`config.mk`:
```
export PLATFORM = sky130hd
export DESIGN_NAME = lcdext_decoder
export DESIGN_NICKNAME = d
export VERILOG_FILES = /design/src/hw/lcdext_pkg.sv /design/src/hw/lcdext_cmd_if.sv /design/src/hw/lcdext_opdec.sv /design/src/hw/lcdext_busy.sv /design/src/hw/lcdext_decoder.sv
export SDC_FILE = /design/constraint.sdc
export NUM_CORES = 1
export LEC_CHECK = 0
export ABC_AREA = 1
export BUFFER_PORTS_ARGS = -buffer_cell sky130_fd_sc_hd__buf_2
export CAP_MARGIN = 25
export CORE_UTILIZATION = 47
export CTS_CLUSTER_DIAMETER = 100
export DETAILED_ROUTE_END_ITERATION = 8
export PLACE_DENSITY = 0.74
export SETUP_SLACK_MARGIN = 0.15
export SLEW_MARGIN = 0
export SYNTH_ARGS = -nofsm -noshare
export SYNTH_HDL_FRONTEND = slang
export SYNTH_HIERARCHICAL = 1
export SYNTH_SLANG_ARGS = --single-unit
export TNS_END_PERCENT = 5
```
`constraint.sdc`:
```
create_clock -name i_clk -period 2.8 [get_ports i_clk]
set_clock_uncertainty 0.15 [all_clocks]
set_input_delay 0.28 -clock i_clk [delete_from_list [all_inputs] [get_ports i_clk]]
set_output_delay 0.28 -clock i_clk [all_outputs]
set_load 0.02 [all_outputs]
```
`src/hw/lcdext_pkg.sv`:
```
// Constants, types and lookup shared by the extension instruction decoder
package lcdext_pkg;
  // Register port layout
  localparam int          ADDR_W       = 4;
  localparam int          DATA_W       = 16;
  localparam logic [3:0]  REG_INSTR    = 4'h0;
  localparam logic [3:0]  REG_STATUS   = 4'h1;
  localparam logic [3:0]  REG_POWER    = 4'h2;
  localparam logic [3:0]  REG_CONTRAST = 4'h3;
  localparam logic [3:0]  REG_FRAME    = 4'h4;

  // Opcode upper nibbles of the extension table
  localparam logic [3:0]  NIB_BIAS_OSC  = 4'h1;
  localparam logic [3:0]  NIB_ICON_ADDR = 4'h4;
  localparam logic [3:0]  NIB_POWER     = 4'h5;
  localparam logic [3:0]  NIB_FOLLOWER  = 4'h6;
  localparam logic [3:0]  NIB_CONTR_LO  = 4'h7;
  // Function set: upper three bits 001, table select in bit 0
  localparam logic [2:0]  FUNC_SET_TOP  = 3'h1;
  localparam int          BIT_TABLE_SEL = 0;

  // Field positions inside instruction bytes
  localparam int          BIT_ICON_ON   = 3;
  localparam int          BIT_BOOST_ON  = 2;
  localparam int          BIT_FOLLOW_ON = 3;
  localparam int          BIT_BIAS_SEL  = 3;

  // Reset values
  localparam logic [2:0]  RST_OSC_TRIM  = 3'h0;
  localparam logic [2:0]  RST_GAIN      = 3'h0;
  localparam logic [5:0]  RST_CONTRAST  = 6'h00;
  localparam logic [6:0]  RST_ADDR      = 7'h00;

  // Busy time after an accepted instruction
  localparam int          CLK_PERIOD_NS = 20;
  localparam int          BUSY_TIME_NS  = 26300;
  localparam int          BUSY_CYCLES   = (BUSY_TIME_NS + CLK_PERIOD_NS - 1) / CLK_PERIOD_NS;

  typedef enum logic [2:0] {
    OP_NONE,
    OP_FUNC_SET,
    OP_BIAS_OSC,
    OP_ICON_ADDR,
    OP_POWER,
    OP_FOLLOWER,
    OP_CONTR_LO
  } lcdext_op_t;

  // Frame rate in Hz, two-line mode, 5 V column
  function automatic logic [8:0] frame_rate_hz(input logic [2:0] code);
    case (code)
      3'h0:    frame_rate_hz = 9'h078;
      3'h1:    frame_rate_hz = 9'h085;
      3'h2:    frame_rate_hz = 9'h095;
      3'h3:    frame_rate_hz = 9'h0a7;
      3'h4:    frame_rate_hz = 9'h0c0;
      3'h5:    frame_rate_hz = 9'h0e3;
      3'h6:    frame_rate_hz = 9'h115;
      default: frame_rate_hz = 9'h15b;
    endcase
  endfunction
endpackage

```
`src/hw/lcdext_cmd_if.sv`:
```
// Interface joining the decoder top to its opcode decoder and busy timer
`timescale 1ns/1ns
interface lcdext_cmd_if;
  logic [7:0]             instr;
  logic                   is_ext;
  lcdext_pkg::lcdext_op_t op;
  logic                   start;
  logic                   busy;

  modport top   (output instr, output is_ext, input op, output start, input busy);
  modport dec   (input instr, input is_ext, output op);
  modport timer (input start, output busy);
endinterface

```
`src/hw/lcdext_opdec.sv`:
```
// Combinational opcode classifier for normal and extension tables
`timescale 1ns/1ns
module lcdext_opdec (
  lcdext_cmd_if.dec cmd  // Instruction in, opcode class out
);
  always_comb begin
    cmd.op = lcdext_pkg::OP_NONE;
    if (cmd.instr[7:5] == lcdext_pkg::FUNC_SET_TOP) begin
      cmd.op = lcdext_pkg::OP_FUNC_SET;
    end else if (cmd.is_ext) begin
      case (cmd.instr[7:4])
        lcdext_pkg::NIB_BIAS_OSC:  cmd.op = lcdext_pkg::OP_BIAS_OSC;
        lcdext_pkg::NIB_ICON_ADDR: cmd.op = lcdext_pkg::OP_ICON_ADDR;
        lcdext_pkg::NIB_POWER:     cmd.op = lcdext_pkg::OP_POWER;
        lcdext_pkg::NIB_FOLLOWER:  cmd.op = lcdext_pkg::OP_FOLLOWER;
        lcdext_pkg::NIB_CONTR_LO:  cmd.op = lcdext_pkg::OP_CONTR_LO;
        default:                   cmd.op = lcdext_pkg::OP_NONE;
      endcase
    end
  end
endmodule

```
`src/hw/lcdext_busy.sv`:
```
// Busy timer started by each accepted instruction
`timescale 1ns/1ns
module lcdext_busy #(
  parameter int CYCLES = lcdext_pkg::BUSY_CYCLES  // Busy length in clocks
) (
  input  wire logic   i_clk,     // System clock
  input  wire logic   i_reset,   // Synchronous reset, active high
  input  wire logic   i_clk_en,  // Clock enable
  lcdext_cmd_if.timer cmd        // Start in, busy out
);
  logic [12:0] count;

  always_ff @(posedge i_clk) begin
    if (i_reset) begin
      count <= 13'h0000;
    end else if (i_clk_en) begin
      if (cmd.start) begin
        count <= 13'(CYCLES);
      end else if (count != 13'h0000) begin
        count <= count - 13'h0001;
      end
    end
  end

  assign cmd.busy = (count != 13'h0000);
endmodule

```
`src/hw/lcdext_decoder.sv`:
```
// Extension instruction decoder top: register port, settings and status
//
// The placing of the registers and the strobed register port were left to the implementer.
`timescale 1ns/1ns
module lcdext_decoder #(
  parameter int BUSY_CYCLES = lcdext_pkg::BUSY_CYCLES  // Busy length in clocks
) (
  input  wire logic                          i_clk,                    // 50 MHz clock
  input  wire logic                          i_reset,                  // Sync reset, high
  input  wire logic                          i_clk_en,                 // Freezes state when low
  input  wire logic [lcdext_pkg::ADDR_W-1:0] i_addr,                   // Register address
  input  wire logic [lcdext_pkg::DATA_W-1:0] i_wdata,                  // Write data
  input  wire logic                          i_wr,                     // Write strobe
  input  wire logic                          i_rd,                     // Read strobe
  output logic      [lcdext_pkg::DATA_W-1:0] o_rdata,                  // Read data, next cycle
  input  wire logic                          i_clock_source_select_pin,// Internal osc strap
  input  wire logic                          i_follower_strap_a,       // Follower option a
  input  wire logic                          i_follower_strap_b,       // Follower option b
  output logic                               o_instr_table_select,     // Extension table on
  output logic                               o_busy_flag,              // Instruction in progress
  output logic      [2:0]                    o_osc_trim_code,          // Oscillator trim
  output logic      [8:0]                    o_frame_rate_hz,          // Nominal frame rate
  output logic                               o_bias_select,            // 1: 1/4, 0: 1/5 bias
  output logic      [6:0]                    o_address_counter,        // Address counter
  output logic                               o_icon_on,                // Icon display on
  output logic                               o_booster_on,             // Booster on
  output logic                               o_follower_on,            // Follower on
  output logic      [2:0]                    o_v0_gain_ratio,          // V0 gain ratio
  output logic      [5:0]                    o_contrast                // Contrast value
);
  lcdext_cmd_if cmd ();

  lcdext_opdec u_opdec (
    .cmd (cmd.dec)
  );

  lcdext_busy #(
    .CYCLES (BUSY_CYCLES)
  ) u_busy (
    .i_clk    (i_clk),
    .i_reset  (i_reset),
    .i_clk_en (i_clk_en),
    .cmd      (cmd.timer)
  );

  logic       accept;
  logic       internal_follower;
  logic       contrast_allowed;
  logic       bias_allowed;
  logic [1:0] contrast_upper;
  logic [3:0] contrast_lower;
  logic [7:0] instr;

  assign instr = i_wdata[7:0];

  assign accept     = i_clk_en && i_wr && (i_addr == lcdext_pkg::REG_INSTR) && !cmd.busy;
  assign cmd.instr  = instr;
  assign cmd.is_ext = o_instr_table_select;
  assign cmd.start  = accept;

  assign internal_follower = !i_follower_strap_a && !i_follower_strap_b;
  // Contrast trims the internal follower reference, so it needs that follower
  assign contrast_allowed  = internal_follower;
  // Bias is meaningless with external bias resistors, so it is held then
  assign bias_allowed      = !(i_follower_strap_a && i_follower_strap_b);

  assign o_busy_flag = cmd.busy;
  assign o_contrast  = {contrast_upper, contrast_lower};

  always_ff @(posedge i_clk) begin
    if (i_reset) begin
      o_instr_table_select <= 1'b0;
    end else if (accept && cmd.op == lcdext_pkg::OP_FUNC_SET) begin
      o_instr_table_select <= instr[lcdext_pkg::BIT_TABLE_SEL];
    end
  end

  // Bias and oscillator trim
  always_ff @(posedge i_clk) begin
    if (i_reset) begin
      o_bias_select   <= 1'b0;
      o_osc_trim_code <= lcdext_pkg::RST_OSC_TRIM;
    end else if (accept && cmd.op == lcdext_pkg::OP_BIAS_OSC) begin
      if (bias_allowed) begin
        o_bias_select <= instr[lcdext_pkg::BIT_BIAS_SEL];
      end
      if (i_clock_source_select_pin) begin
        o_osc_trim_code <= instr[2:0];
      end
    end
  end

  always_ff @(posedge i_clk) begin
    if (i_reset) begin
      o_frame_rate_hz <= lcdext_pkg::frame_rate_hz(lcdext_pkg::RST_OSC_TRIM);
    end else if (i_clk_en) begin
      o_frame_rate_hz <= lcdext_pkg::frame_rate_hz(o_osc_trim_code);
    end
  end

  always_ff @(posedge i_clk) begin
    if (i_reset) begin
      o_address_counter <= lcdext_pkg::RST_ADDR;
    end else if (accept && cmd.op == lcdext_pkg::OP_ICON_ADDR) begin
      o_address_counter <= {3'h0, instr[3:0]};
    end
  end

  // Power, icon and contrast-high instruction
  always_ff @(posedge i_clk) begin
    if (i_reset) begin
      o_icon_on      <= 1'b0;
      o_booster_on   <= 1'b0;
      contrast_upper <= lcdext_pkg::RST_CONTRAST[5:4];
    end else if (accept && cmd.op == lcdext_pkg::OP_POWER) begin
      o_icon_on <= instr[lcdext_pkg::BIT_ICON_ON];
      if (internal_follower) begin
        o_booster_on <= instr[lcdext_pkg::BIT_BOOST_ON];
      end
      if (contrast_allowed) begin
        contrast_upper <= instr[1:0];
      end
    end
  end

  always_ff @(posedge i_clk) begin
    if (i_reset) begin
      contrast_lower <= lcdext_pkg::RST_CONTRAST[3:0];
    end else if (accept && cmd.op == lcdext_pkg::OP_CONTR_LO && contrast_allowed) begin
      contrast_lower <= instr[3:0];
    end
  end

  // Follower control instruction
  always_ff @(posedge i_clk) begin
    if (i_reset) begin
      o_follower_on   <= 1'b0;
      o_v0_gain_ratio <= lcdext_pkg::RST_GAIN;
    end else if (accept && cmd.op == lcdext_pkg::OP_FOLLOWER && internal_follower) begin
      o_follower_on   <= instr[lcdext_pkg::BIT_FOLLOW_ON];
      o_v0_gain_ratio <= instr[2:0];
    end
  end

  // Read data stand until the next enabled clock after the strobe; unmapped reads give zero
  always_ff @(posedge i_clk) begin
    if (i_reset) begin
      o_rdata <= 16'h0000;
    end else if (i_clk_en) begin
      o_rdata <= 16'h0000;
      if (i_rd) begin
        case (i_addr)
          lcdext_pkg::REG_STATUS:
            o_rdata <= {7'h00, o_instr_table_select, cmd.busy, o_address_counter};
          lcdext_pkg::REG_POWER:
            o_rdata <= {8'h00, o_v0_gain_ratio, o_bias_select, o_follower_on,
                        o_booster_on, o_icon_on, 1'b0};
          lcdext_pkg::REG_CONTRAST:
            o_rdata <= {7'h00, o_osc_trim_code, o_contrast};
          lcdext_pkg::REG_FRAME:
            o_rdata <= {7'h00, o_frame_rate_hz};
          default:
            o_rdata <= 16'h0000;
        endcase
      end
    end
  end
endmodule

```
==> flow_summary.ini <==
[drt]
drt-met1-wl_mm = 3.37
routed-via-count = 2908
dr_wl_met3_microns = 394
wire_per_inst_microns = 12.9
routed_via_density = 5.11
drtIter0Drc = 208
route.detailed.drc = 0
drtAntennaViolNets = 0
drt_pass1_iterations = 4
highest_layer = met4
wl_met2_mm = 3.46
wl_mm = 7.34

[clock_network]
clkLatencyLatePin_ps = 310
cts.clk_slew.worst_paths_ps = 90
clock_path_buffers = 2
clkSinkCount = 52
cts_hold_buf = 0
cts.repair.resized = 0
htree_levels = 2
cts_tree = built
cts_root_buf = clkbuf_8
cts_setup_buffers = 0
numCtsBuffers = 5

[sta]
slew-limit-headroom = 0.632
post-route-min-period_ps = 2360
finalSetupTns_ps = 0
rsz0062_at_grt = false
worst_slack_ps = 436
hold_viol_final = 0
fin_crit_sh = 0.844
worst_pin_slew_ps = 548
setup_violations = 0
fmax_ghz = 0.423
slew_viol_final = 0

[setup_path]
cp_data_required_time_ps = 2900
cpPeakStageDelay_ps = 320
cp_cell_sequence = inv_1 > ha_1 > nand2_1 > nor2_2 > nand4_1 > inv_1 > nand3_1 > nor2_8 > clkinv_1 > nand3_2 > nand2_4 > inv_2 > nand3_1 > a21oi_2
crit_path_end = u_busy/count[7]
critPathLaunch = u_busy/count[0]
start_kind = register
worstPathArrival_ps = 2460
worstRegToRegCells = 14
r2r_slack_ps = 440
crit_path_end_kind = register
slowest_stage = dfxtp_1
critPathKind = reg -> reg
worst_r2r_startpoint = u_busy/count[0]
r2r-end = u_busy/count[7]
cp_max_fo = 17

[power]
power-per-cell-area_nw_per_um2 = 776
power_leakage_uw = 0.00161
ir_drop_uv = 462

[global_route]
grt_start_max_net_pins = 32
grt_pass1_vias = 2587
grt_pass1_wl_mm = 12.0
antenna_found_initial = 0
grt_usage = 0.241
grt_overflow = 0

[floorplanning]
coreArea_sq_um = 5920
rows = 28
die_area_sq_um = 6440
io_pins = 78
start_util = 0.486
die_w_microns = 80.3
die_y_microns = 80.3

[logic_synthesis]
synth.avg_cell_area_sq_um = 6.64
yosys_most_used_dff = dfxtp_1
ys_types = 36
yosysTopAreaCellShare = 0.361
yosysWarnings = 6
synth-seq-area-share = 0.361
synth_top_area_cell = dfxtp_1
synth_common_cells = 117 x nand2_1, 59 x nor2_1, 52 x dfxtp_1, 52 x nand3_1, 39 x inv_1
ys_top_cells_by_area = dfxtp_1 36%, nand2_1 15%, nand3_1 9.0%, nor2_1 7.7%, inv_1 5.1%
synthCells = 434
synth_seq_cells = 52
synthArstFlopShare = 0
syn-cell-area_sq_um = 2880
synth.most_common_cell = nand2_1
synth_edf_count = 0

[placement]
pre_cts_ws_ps = 461
io_buffer_count = 59
dpl_cell_area_sq_um = 3190
dp_hpwl_mm = 5.57
placed_cells = 561
place.gp.congestion = 0.915

[layout]
design.final.nets = 523
area_growth_pct = 15.3
fill_cells = 593
final_cells = 569
drive_above_1_share = 0.200
num_antenna_cells = 0
final_area_sq_um = 3320

[outcome]
outcome = complete, no violations

[hold_path]
hold_path_class = in -> reg

[flow_run]
cap_violations = 0
kinds of logic (layout without fill, tap and decap cells):
| kind of cell | after synthesis | in the layout | share of synthesized area |
|---|---|---|---|
| compound gates | 54 | 54 | 0.108 |
| xor+xnor | 2 | 2 | 0.00608 |
| fa+ha+maj | 2 | 2 | 0.00869 |
| buf+inv | 63 | 114 | 0.104 |
| flops | 52 | 52 | 0.361 |
| other cells | 1 | 10 | 0.00130 |
| simple gates | 260 | 260 | 0.410 |
placed cells by master, fill, tap and decap left out, drive strengths merged:
| cell type | instances |
|---|---|
| o211ai | 1 |
| ha | 2 |
| clkbuf | 7 |
| a21oi | 34 |
| nand3 | 55 |
| nand4 | 9 |
| buf | 63 |
| xor2 | 2 |
| inv | 41 |
| nor2 | 68 |
| dfxtp | 52 |
| bufinv | 1 |
| nor3 | 6 |
| o21ai | 17 |
| o21bai | 2 |
| or2 | 1 |
| nand2 | 120 |
| clkinv | 2 |
| nand3b | 1 |
| conb | 10 |
where the power goes:
group          internal [uW]  switching [uW]  total (uW)  leakage [uW]
registers                829            86.1         915      0.000421
clock network            316             245         560     0.0000645
logic                    380             721        1100       0.00113
total                   1520            1050        2580       0.00161
metal layers:
| metal | track usage | vias up |
|---|---|---|
| met5 | 0 | - |
| met4 | 0.0768 | 0 |
| met3 | 0.0364 | 12 |
| met2 | 0.402 | 98 |
| met1 | 0.318 | 1302 |
| li1 | - | 1496 |
worst max-delay path, delay by kind of cell, from the launching register on:
| kind | cells | cell delay (ps) |
|---|---|---|
| fa+ha+maj | 1 | 180 |
| compound gates | 1 | 140 |
| simple gates | 8 | 1040 |
| buf+inv | 4 | 460 |
| flops | 1 | 320 |
per-stage QoR:
step | util | hold slack, ps | total power, uW
2_1_floorplan | - | 226 | 1840
3_3_place_gp | 0.540 | 301 | 1970
3_5_place_dp | 0.540 | 305 | 2020
4_1_cts | 0.561 | 124 | 2580
5_1_grt | 0.561 | 131 | 2780
6_report | 0.561 | 136 | 2580
final cells by class:
class	count	area (sq um)	area share
Clock buffer	7	96.3	0.0290
Inverter	43	161	0.0486
Tap cell	75	93.8	0.0283
Sequential cell	52	1040	0.313
Clock inverter	1	30.0	0.00904
Timing Repair Buffer	63	325	0.0980
Multi-Input combinational cell	328	1570	0.474
flip-flops by register name (all words and copies together) (netlist names):
signal / count
o_frame_rate_hz: 9
o_follower_on: 1
contrast_upper: 2
o_icon_on: 1
u_busy/count: 13
o_booster_on: 1
contrast_lower: 4
o_address_counter: 4
o_bias_select: 1
o_v0_gain_ratio: 3
o_instr_table_select: 1
o_rdata: 9
o_osc_trim_code: 3
how the worst min path moves through the flow:
stage	cells after the start	slack, ps	to	start
6_report	3	140	contrast_lower[3]	i_wdata[3]
5_1_grt	3	130	contrast_lower[1]	i_wdata[1]
4_1_cts	3	120	o_follower_on	i_wdata[3]
3_5_place_dp	2	310	o_rdata[0]	o_rdata[0]
3_3_place_gp	2	300	o_rdata[7]	o_rdata[7]
2_1_floorplan	2	230	o_frame_rate_hz[5]	i_reset
No activity file was read; power rests on OpenSTA's default activity.
